--- src/rtl/eec_pkg.sv ---
package eec_pkg;

    // Width of each error event counter.
    localparam int          CNT_W        = 16;
    // Width of the processor data bus.
    localparam int          BYTE_W       = 8;
    // Width of the processor address bus.
    localparam int          ADDR_W       = 8;
    // Number of counters in the bank.
    localparam int          NUM_CNT      = 3;

    // Line code violation count, high and low byte.
    localparam logic [7:0]  LINE_CODE_VIOLATION_HIGH_ADDR = 8'h50;
    localparam logic [7:0]  LINE_CODE_VIOLATION_LOW_ADDR  = 8'h51;
    // Framing bit or byte error count, high and low byte.
    localparam logic [7:0]  FRM_HIGH_ADDR = 8'h52;
    localparam logic [7:0]  FRM_LOW_ADDR  = 8'h53;
    // Parity error count, high and low byte.
    localparam logic [7:0]  PAR_HIGH_ADDR = 8'h54;
    localparam logic [7:0]  PAR_LOW_ADDR  = 8'h55;
    // Shared holding register for the unread byte.
    localparam logic [7:0]  HOLD_ADDR     = 8'h6c;

    // Reset values of the counters and the holding register.
    localparam logic [15:0] CNT_RESET     = 16'h0000;
    localparam logic [7:0]  HOLD_RESET    = 8'h00;
    // Value returned for an unmapped address.
    localparam logic [7:0]  UNMAPPED_DATA = 8'h00;

endpackage : eec_pkg

--- src/rtl/eec_cnt_if.sv ---
`timescale 1ns/10ps
// Connects one counter to the read and event logic of the bank.
interface eec_cnt_if #(
    parameter int CNT_W = 16
);
    // One-cycle pulse for each counted event.
    logic             evt;
    // One-cycle pulse that restarts the count from zero.
    logic             clr;
    // Present count, straight from the counter's flip-flops.
    logic [CNT_W-1:0] count;

    // The counter itself.
    modport cnt (input evt, input clr, output count);
    // The bank logic that feeds and reads it.
    modport ctl (output evt, output clr, input count);
endinterface : eec_cnt_if

--- src/rtl/eec_counter.sv ---
`timescale 1ns/10ps
// One saturating clear-on-read event counter.
module eec_counter #(
    parameter int CNT_W = 16
) (
    // Clock and reset.
    input  wire logic clk,
    input  wire logic rst,
    // Event, clear and count.
    eec_cnt_if.cnt    port_if
);

    // Largest count that the counter holds.
    localparam logic [CNT_W-1:0] CNT_MAX = '1;

    // Count register.
    logic [CNT_W-1:0] count_reg;

    // Counts events; a clear restarts the count, keeping a same-cycle event.
    always_ff @(posedge clk) begin
        if (rst) begin
            count_reg <= CNT_W'(eec_pkg::CNT_RESET);
        end else if (port_if.clr) begin
            count_reg <= {{(CNT_W-1){1'b0}}, port_if.evt};
        end else if (port_if.evt && count_reg != CNT_MAX) begin
            count_reg <= count_reg + 1'b1;
        end
    end

    // The count leaves the module straight from its register.
    assign port_if.count = count_reg;

    // A clear leaves only a same-cycle event in the count.
    property p_clear;
        @(posedge clk) disable iff (rst)
        port_if.clr |=> count_reg == {{(CNT_W-1){1'b0}}, $past(port_if.evt)};
    endproperty
    a_clear: assert property (p_clear)
        else $error("counter not restarted by clearing read");

    // An event below the maximum adds exactly one.
    property p_inc;
        @(posedge clk) disable iff (rst)
        (!port_if.clr && port_if.evt && count_reg != CNT_MAX)
            |=> count_reg == $past(count_reg) + 1'b1;
    endproperty
    a_inc: assert property (p_inc)
        else $error("counter missed an event");

    // At the maximum the count stays there until cleared.
    property p_sat;
        @(posedge clk) disable iff (rst)
        (!port_if.clr && count_reg == CNT_MAX) |=> count_reg == CNT_MAX;
    endproperty
    a_sat: assert property (p_sat)
        else $error("counter wrapped instead of saturating");

    // Without event or clear the count does not move.
    property p_idle;
        @(posedge clk) disable iff (rst)
        (!port_if.clr && !port_if.evt) |=> $stable(count_reg);
    endproperty
    a_idle: assert property (p_idle)
        else $error("counter moved without an event");

endmodule : eec_counter

--- src/rtl/eec_bank.sv ---
`timescale 1ns/10ps
// Function
// - Count line code violations, bytes 0x50/0x51
// - Count framing errors, bytes 0x52/0x53
// - Count parity errors, bytes 0x54/0x55
// - Lower address high byte, next low
// - Reading a counter restarts it at zero
// - All counter bytes read zero after reset
// - Whole counter clears on first byte read
// - Unread byte copied to holding register 0x6C
module eec_bank #(
    parameter int CNT_W = eec_pkg::CNT_W
) (
    // Clock and synchronous reset.
    input  wire logic        clk,
    input  wire logic        rst,
    // Processor read port, same clock domain.
    input  wire logic [7:0]  addr,
    input  wire logic        rd_en,
    output logic      [7:0]  rd_data,
    output logic             rd_valid,
    // Event pulses from the receive framer, same clock domain.
    input  wire logic        line_code_violation_event,
    input  wire logic        framing_error_event,
    input  wire logic        parity_error_event
);

    // True when the address names a byte of one of the counters.
    function automatic logic is_counter(input logic [7:0] a);
        return (a >= eec_pkg::LINE_CODE_VIOLATION_HIGH_ADDR) &&
               (a <= eec_pkg::PAR_LOW_ADDR);
    endfunction : is_counter

    // Index of the counter that a counter address names.
    function automatic logic [1:0] cnt_index(input logic [7:0] a);
        logic [7:0] off;
        off = a - eec_pkg::LINE_CODE_VIOLATION_HIGH_ADDR;
        return off[2:1];
    endfunction : cnt_index

    // Links to the three counters.
    eec_cnt_if #(.CNT_W(CNT_W)) cnt_if [eec_pkg::NUM_CNT] ();
    // Counts gathered into an array the read mux can index.
    logic [CNT_W-1:0] cnt_val [eec_pkg::NUM_CNT];
    // Count of the counter that the present address selects.
    logic [CNT_W-1:0] sel_cnt;
    // A read of any counter byte in this cycle.
    logic             cnt_read;
    // Byte returned and byte saved for the present read.
    logic [7:0]       rd_data_next;
    logic [7:0]       hold_next;
    // Holding register for the unread byte.
    logic [7:0]       hold_reg;
    // Read data and valid registers.
    logic [7:0]       rd_data_reg;
    logic             rd_valid_reg;

    // Framer events enter their counters without synchronisers.
    // line code violations
    assign cnt_if[0].evt = line_code_violation_event;
    assign cnt_if[1].evt = framing_error_event;
    assign cnt_if[2].evt = parity_error_event;

    assign cnt_read = rd_en && is_counter(addr);

    // One counter per link; each is cleared by a read of either byte.
    for (genvar g = 0; g < eec_pkg::NUM_CNT; g++) begin : g_cnt
        assign cnt_if[g].clr = cnt_read && (cnt_index(addr) == 2'(g));
        assign cnt_val[g]    = cnt_if[g].count;
        eec_counter #(.CNT_W(CNT_W)) u_counter (
            .clk     (clk),
            .rst     (rst),
            .port_if (cnt_if[g])
        );
    end

    // Selects the requested byte and the partner byte to be held.
    always_comb begin
        sel_cnt      = cnt_val[0];
        rd_data_next = eec_pkg::UNMAPPED_DATA;
        hold_next    = hold_reg;
        if (is_counter(addr)) begin
            // Index 3 cannot occur inside the counter range.
            sel_cnt = cnt_val[cnt_index(addr)];
            if (addr[0]) begin
                rd_data_next = sel_cnt[7:0];
                hold_next    = sel_cnt[15:8];
            end else begin
                rd_data_next = sel_cnt[15:8];
                hold_next    = sel_cnt[7:0];
            end
        end else if (addr == eec_pkg::HOLD_ADDR) begin
            // The holding register reads out and then clears.
            rd_data_next = hold_reg;
            hold_next    = eec_pkg::HOLD_RESET;
        end
    end

    // Holding register: loaded by a counter read, cleared by its own read.
    always_ff @(posedge clk) begin
        if (rst) begin
            hold_reg <= eec_pkg::HOLD_RESET;
        end else if (rd_en) begin
            hold_reg <= hold_next;
        end
    end

    // Read data register: changes only on a read.
    always_ff @(posedge clk) begin
        if (rst) begin
            rd_data_reg <= eec_pkg::UNMAPPED_DATA;
        end else if (rd_en) begin
            rd_data_reg <= rd_data_next;
        end
    end

    // Read valid: one cycle after each read strobe.
    always_ff @(posedge clk) begin
        if (rst) begin
            rd_valid_reg <= 1'b0;
        end else begin
            rd_valid_reg <= rd_en;
        end
    end

    assign rd_data  = rd_data_reg;
    assign rd_valid = rd_valid_reg;

    // Copy of the selected count, read only by the checks below.
    logic [CNT_W-1:0] chk_sel_q;
    always_ff @(posedge clk) begin
        chk_sel_q <= sel_cnt;
    end

    // A high-byte read returns the high byte and holds the low byte.
    property p_read_high;
        @(posedge clk) disable iff (rst)
        (cnt_read && !addr[0]) |=>
            (rd_data == chk_sel_q[15:8]) && (hold_reg == chk_sel_q[7:0]);
    endproperty
    a_read_high: assert property (p_read_high)
        else $error("high byte read returned the wrong bytes");

    // A low-byte read returns the low byte and holds the high byte.
    property p_read_low;
        @(posedge clk) disable iff (rst)
        (cnt_read && addr[0]) |=>
            (rd_data == chk_sel_q[7:0]) && (hold_reg == chk_sel_q[15:8]);
    endproperty
    a_read_low: assert property (p_read_low)
        else $error("low byte read returned the wrong bytes");

    // The whole line code violation counter clears at the first byte read.
    property p_first_clears;
        @(posedge clk) disable iff (rst)
        (cnt_read && cnt_index(addr) == 2'd0 && !line_code_violation_event)
            |=> cnt_val[0] == eec_pkg::CNT_RESET;
    endproperty
    a_first_clears: assert property (p_first_clears)
        else $error("counter not cleared by first byte read");

    // The holding register reads back and then clears.
    property p_hold_read;
        @(posedge clk) disable iff (rst)
        (rd_en && addr == eec_pkg::HOLD_ADDR) |=>
            (rd_data == $past(hold_reg)) && (hold_reg == eec_pkg::HOLD_RESET);
    endproperty
    a_hold_read: assert property (p_hold_read)
        else $error("holding register read misbehaved");

    // An unmapped read returns zero with valid one cycle later.
    property p_unmapped;
        @(posedge clk) disable iff (rst)
        (rd_en && !is_counter(addr) && addr != eec_pkg::HOLD_ADDR) |=>
            rd_valid && rd_data == eec_pkg::UNMAPPED_DATA;
    endproperty
    a_unmapped: assert property (p_unmapped)
        else $error("unmapped read did not return zero");

    // After reset the read port, the holding register and the parity count read zero.
    property p_reset_zero;
        @(posedge clk)
        rst |=> (rd_data == eec_pkg::UNMAPPED_DATA) && !rd_valid &&
                (hold_reg == eec_pkg::HOLD_RESET) &&
                (cnt_val[2] == eec_pkg::CNT_RESET);
    endproperty
    a_reset_zero: assert property (p_reset_zero)
        else $error("state not zero after reset");

    // A framing counter read clears the whole count at once.
    property p_frm_clears;
        @(posedge clk) disable iff (rst)
        (cnt_read && cnt_index(addr) == 2'd1 && !framing_error_event)
            |=> cnt_val[1] == eec_pkg::CNT_RESET;
    endproperty
    a_frm_clears: assert property (p_frm_clears)
        else $error("framing counter not cleared by its read");

    // A parity counter read restarts that count from zero.
    property p_par_clears;
        @(posedge clk) disable iff (rst)
        (cnt_read && cnt_index(addr) == 2'd2 && !parity_error_event)
            |=> cnt_val[2] == eec_pkg::CNT_RESET;
    endproperty
    a_par_clears: assert property (p_par_clears)
        else $error("parity counter not cleared by its read");

    // Without a read the data output holds and valid stays low.
    property p_read_quiet;
        @(posedge clk) disable iff (rst)
        !rd_en |=> $stable(rd_data) && !rd_valid;
    endproperty
    a_read_quiet: assert property (p_read_quiet)
        else $error("read port moved without a read strobe");

endmodule : eec_bank

--- config.mk ---
export PLATFORM = sky130hd
export DESIGN_NAME = eec_bank
export DESIGN_NICKNAME = d
export VERILOG_FILES = /design/src/rtl/eec_pkg.sv /design/src/rtl/eec_cnt_if.sv /design/src/rtl/eec_counter.sv /design/src/rtl/eec_bank.sv
export SDC_FILE = /design/constraint.sdc
export NUM_CORES = 1
export LEC_CHECK = 0
export ABC_AREA = 1
export BUFFER_PORTS_ARGS = -buffer_cell sky130_fd_sc_hd__buf_4
export CAP_MARGIN = 10
export CORE_MARGIN = 5
export CORE_UTILIZATION = 45
export CTS_CLUSTER_DIAMETER = 200
export DETAILED_ROUTE_END_ITERATION = 12
export PLACE_DENSITY_LB_ADDON = 0.12
export SLEW_MARGIN = 20
export SYNTH_ARGS = -nofsm -noshare
export SYNTH_HDL_FRONTEND = slang
export SYNTH_SLANG_ARGS = --single-unit
--- constraint.sdc ---
create_clock -name clk -period 3.5 [get_ports clk]
set_clock_uncertainty 0.1 [all_clocks]
set_input_delay 0.35 -clock clk [delete_from_list [all_inputs] [get_ports clk]]
set_output_delay 0.35 -clock clk [all_outputs]
set_load 0.005 [all_outputs]
Word level (Yosys, flattened, before mapping)
Cells that the tools add are included.
- bits in writable memories: 0
- logic and storage cells: 55
- bits of input ports: 14
- bits in latches: 0
- memories: 0
- register bits after elaboration: 65
- output and inout bits: 9
- memory bits (read-only): 0
- muxes and demuxes: 15
- multipliers: 0
- reduce and logical (&&, ||, !) cells: 17
- bitwise operators: 1
- add/sub/neg operators: 4
- shifts and indexed selects: 0
- divide/modulo/power cells: 0
- equality and inequality tests: 6
- order comparisons: 3
- operator list (cell ; number):
    16-bit by 1-bit adder with 16-bit output (second input constant) ; 3
    8-bit two-way mux ; 6
    16-bit inequality test (second input constant) ; 3
    16-bit binary-select mux with 2-bit select ; 1
    16-bit two-way mux ; 2
    8-bit by 7-bit == test with 1-bit output (second input constant) ; 1
    8-bit by 7-bit >= comparator with 1-bit output (second input constant) ; 1
    8-bit by 7-bit <= comparator with 1-bit output (second input constant) ; 1
    1-bit logical AND ; 8
    2-bit nonzero test ; 4
    1-bit two-way mux ; 6
    2-bit OR reduction ; 3
    3-bit >= comparator (second input constant) ; 1
    2-bit NOT with 3-bit output ; 1
    3-bit by 1-bit subtractor with 3-bit output (second input constant) ; 1
    2-bit by 1-bit == test with 1-bit output (second input constant) ; 1
    2-bit == test (second input constant) ; 1
    2-bit zero test ; 1
    2-bit AND reduction ; 1

Depth between registers and ports, before layout
- word-level depth: 7
- gate-level depth with buffers: 12
- gate-level depth less buffers: 11

Cells and area by module
Synthesis repeated with hierarchy kept, for this count alone.
- cells, all modules: 642
- area total of the unflattened synthesis: 3961.3 µm²
- by module, submodules not included (module ; cells each ; sequential area each (µm²) ; area an instance (µm²) ; instances):
    eec_counter ; 136 ; 320.3 ; 893.4 ; 3
    eec_bank ; 234 ; 340.3 ; 1281.2 ; 1

Least setup slack after synthesis
OpenSTA, ideal clock, no wires.
- path type: register to register
- from: register g_cnt[1].u_counter.count_reg[0]
- to: register g_cnt[1].u_counter.count_reg[11]
- clock period less this slack: 1.616 ns
- arrival: 1.397 ns
- stages on the path, launching flop included: 10
- slack: 1.884 ns
- buffers on the path: 1
- required time: 3.281 ns
- setup time: 0.119 ns
- path through: dfxtp_1 -> ha_1 -> nand3_1 -> nor2_1 -> nand3_1 -> nand2_2 -> inv_2 -> buf_6 -> o21ai_1 -> a21oi_1
- word-level cells in the longest chain between the ends: 2
- elaborated cells between the ends (all ways): 3
- classes of those cells: add/sub: 1; eq/ne: 1; reduce/logical: 1
- RTL lines (item ; RTL line ; RTL):
    from (decl) ; eec_counter.sv:17 ; logic [CNT_W-1:0] count_reg;
    from (signal assigned) ; eec_counter.sv:22 ; count_reg <= CNT_W'(eec_pkg::CNT_RESET);
    from (signal assigned) ; eec_counter.sv:24 ; count_reg <= {{(CNT_W-1){1'b0}}, port_if.evt};
    from (signal assigned) ; eec_counter.sv:26 ; count_reg <= count_reg + 1'b1;
    parallel branches: the longest is 2 deep, another holds 16-bit by 1-bit adder with 16-bit output ; -- ;
Parallel ways; which one is timed is not known.
A chain may end at the register's enable or synchronous reset.

Worst setup path in the final report
- from: register g_cnt[2].u_counter.count_reg[0]
- to: register g_cnt[2].u_counter.count_reg[6]
- word-level cells in the longest chain between the ends: 2
- elaborated cells between the ends (all ways): 3
- classes of those cells: add/sub: 1; eq/ne: 1; reduce/logical: 1
- RTL lines (item ; RTL line):
    from (decl) ; eec_counter.sv:17
    from (signal assigned) ; eec_counter.sv:22
    from (signal assigned) ; eec_counter.sv:24
    from (signal assigned) ; eec_counter.sv:26
    parallel branches: the longest is 2 deep, another holds 16-bit by 1-bit adder with 16-bit output ; --
Parallel ways; which one is timed is not known.

==> impl_metrics.json <==
{
  "die_y_um": 105,
  "yosys.cell_types.count": 33,
  "start_util": 0.463,
  "gp_congestion": 0.891,
  "cp.depth": 7,
  "slew_headroom": 0.326,
  "drtIter0Drc": 228,
  "antenna_found_initial": 0,
  "synthFlopType": "dfxtp_1",
  "hold_viol": 0,
  "yosysWarnings": 0,
  "coreArea_mm2": 0.00872,
  "ir_drop_uv": 186,
  "cts_resized": 0,
  "period_needed_ns": 2.19,
  "worst_pin_slew_ns": 1.01,
  "cpMostUsedCell": "nor2_1",
  "post_route_cells_drive_above_1_share": 0.0937,
  "seqPwrFrac": 0.494,
  "endpoint": "g_cnt[2].u_counter.port_if.count[6]$_SDFFE_PP0P_",
  "rows": 34,
  "regArea_mm2": 0.00130,
  "dpl.cell_count": 755,
  "cp_max_fo": 13,
  "clk_pin_slew_ns": 0.08,
  "nets": 675,
  "yosys.area.top_type": "dfxtp_1",
  "vias_per_cell": 5.16,
  "grt.total_usage": 0.190,
  "path_buf_inv": 0,
  "crit_path_start": "g_cnt[2].u_counter.port_if.count[0]$_SDFFE_PP0P_",
  "r2r_start": "g_cnt[2].u_counter.port_if.count[0]$_SDFFE_PP0P_",
  "wl_per_cell_um": 13.4,
  "insertion_delay_ns": 0.36,
  "netlist_area_mm2": 0.00404,
  "path_cells": "ha_1 -> nand3_2 -> nor2_1 -> a21oi_1 -> nand2_1 -> o21ai_0 -> nor2_1",
  "finalSetupViolCount": 0,
  "die_width_um": 105,
  "switchingPower_mw": 0.385,
  "synth_nets": 663,
  "die_area_mm2": 0.0110,
  "hp-class": "primary input to flip-flop",
  "worstPathRequired_ns": 3.66,
  "comb_power_share": 0.075,
  "clkSinkCount": 65,
  "crit_path_top_delay_cell": "a21oi_1",
  "fmax_mhz": 456,
  "grt_overflow": 0,
  "hpwlAfterDp_mm": 7.78,
  "critPathTopFamily": "compound AO/OA/AOI/OAI gates",
  "ant_nets": 0,
  "grt_max_degree": 20,
  "drv_slew": 0,
  "rsz0062_at_grt": "no",
  "synth-edff-count": 0,
  "reg2reg_to": "g_cnt[2].u_counter.port_if.count[6]$_SDFFE_PP0P_",
  "port_buffers": 22,
  "worst_r2r_path_depth": 7,
  "netlist.area_leader.share": 0.322,
  "critPathKind": "flip-flop to flip-flop",
  "post_cts_buffers": 0,
  "multiInputGateArea_mm2": 0.00236,
  "end_kind": "flip-flop",
  "cts_max_level": 3,
  "async_reset_ff_frac": 0,
  "clockPowerShare": 0.430,
  "min_period_over_period": 0.627,
  "first_pass_iters": 6,
  "diodes": 0,
  "num_vias": 3971,
  "ctsHoldBuffers": 0,
  "boundaryPins": 23,
  "netlist_instances": 646,
  "cts_buffers": 9,
  "p_per_area_mw_per_mm2": 349,
  "tritoncts": "done",
  "cap_violations": 0,
  "wl_mm": 10.3,
  "intPower_mw": 1.14,
  "worstSetupStartpointType": "flip-flop",
  "largest_reg_flops": 48,
  "ys_seq_elements": 65,
  "netSwitchingFraction": 0.252,
  "fin_cells": 770,
  "final_util": 0.503,
  "outcome": "complete, no violations",
  "drc_errors": 0,
  "critPathMaxStageDelay_ns": 0.80,
  "cts_root_buffer": "clkbuf_8",
  "finalSetupTns_ns": 0,
  "syn2layout_area_growth_pct": 8.61,
  "r2r_setup_slack_ns": 1.31,
  "grt_pass1_wl_mm": 17.3,
  "synth.most_common_cell": "nand2_1",
  "yosys-top-cells-area": "dfxtp_1 (32%), nand2_1 (22%), nand3_1 (7.9%)",
  "p_leak_nw": 1.56,
  "cts.path.max_buffers": 2,
  "syn-mean-instance-area_um2": 6.25,
  "fill_cells": 915,
  "grt_pass1_vias": 3512,
  "yosysSeqAreaShare": 0.322,
  "cp_data_arrival_time_ns": 2.35,
  "synthTopCellsByCount": "nand2_1 (233), dfxtp_1 (65), nand3_1 (64)"
}
logic make-up after synthesis:
group,synth area share
flip-flops,0.322
AND/OR/NAND/NOR,0.414
XOR/XNOR,0.0412
AO/OA/AOI/OAI,0.120
adder cells (fa/ha/maj),0.00929
buffers and inverters,0.0942
power by group through the flow:
stage | Combinational (mW) | Sequential, mW | Clock, mW
3_3_place_gp | 0.114 | 0.772 | 0
6_report | 0.115 | 0.756 | 0.658
5_1_grt | 0.129 | 0.757 | 0.706
2_1_floorplan | 0.0863 | 0.771 | 0
3_5_place_dp | 0.115 | 0.773 | 0
4_1_cts | 0.115 | 0.756 | 0.667
placed cells by master, fill, tap and decap left out, types with 2 or more instances in the layout:
cell      netlist  final
inv_1          55     55
dfxtp_1        65     65
nor2_1         49     49
inv_2           4      4
nand3b_1        3      3
nand2_1       233    233
ha_1            3      3
xnor2_1         6      6
o211ai_1       13     13
xor2_1         13     13
nor3_1         11     11
a21oi_1        55     55
a211oi_1        2      2
nor2_2          7      7
clkbuf_8        0     11
o21ai_0        13     13
nand3_1        64     64
nand2_2         8      8
clkinv_2        0      2
nand4_1        10     10
buf_4           8     23
layout make-up:
| cell class | instances | area share |
|---|---|---|
| Multi-Input combinational cell | 499 | 0.537 |
| Sequential cell | 65 | 0.297 |
| Inverter | 60 | 0.0513 |
| Timing Repair Buffer | 23 | 0.0394 |
| Clock buffer | 12 | 0.0354 |
| Tap cell | 108 | 0.0308 |
| Clock inverter | 3 | 0.00913 |
how the worst min path moves through the flow:
stage / startpoint / endpoint / slack (ns) / depth (start not counted)
after floorplan: g_cnt[1].u_counter.port_if.count[9]$_SDFFE_PP0P_ / g_cnt[1].u_counter.port_if.count[9]$_SDFFE_PP0P_ / 0.35 / 2
after CTS: rst / rd_data[4]$_SDFFE_PP0P_ / 0.20 / 2
final: rst / rd_data[4]$_SDFFE_PP0P_ / 0.20 / 2
after global placement: rd_data[2]$_SDFFE_PP0P_ / rd_data[2]$_SDFFE_PP0P_ / 0.35 / 2
after global routing: rst / rd_data[7]$_SDFFE_PP0P_ / 0.22 / 2
after detailed placement: rd_data[2]$_SDFFE_PP0P_ / rd_data[2]$_SDFFE_PP0P_ / 0.36 / 2
routing by layer:
metal	track usage	up-vias	share of wire
met5	0	-	0
met4	0.0658	0	0.015
met3	0.0339	19	0.054
li1	-	2111	-
met2	0.283	97	0.44
met1	0.277	1744	0.49
per-stage QoR:
stage          total power, mW  setup WS [ns]  hold WS (ns)  instance area, µm²
3_5_place_dp             0.887           1.34         0.355                4190
5_1_grt                   1.59           1.13         0.220                4390
2_1_floorplan            0.857           1.88         0.352                4040
3_3_place_gp             0.885           1.44         0.353                4190
6_report                  1.53           1.31         0.196                4390
4_1_cts                   1.54           1.34         0.195                4390
worst reg2reg max path, stage by stage, from the launching register on:
cell,delay (ns)
dfxtp_1,0.35
ha_1,0.26
nand3_2,0.10
nor2_1,0.08
a21oi_1,0.80
nand2_1,0.14
o21ai_0,0.21
nor2_1,0.06
(Power assumes the default switching activity.)
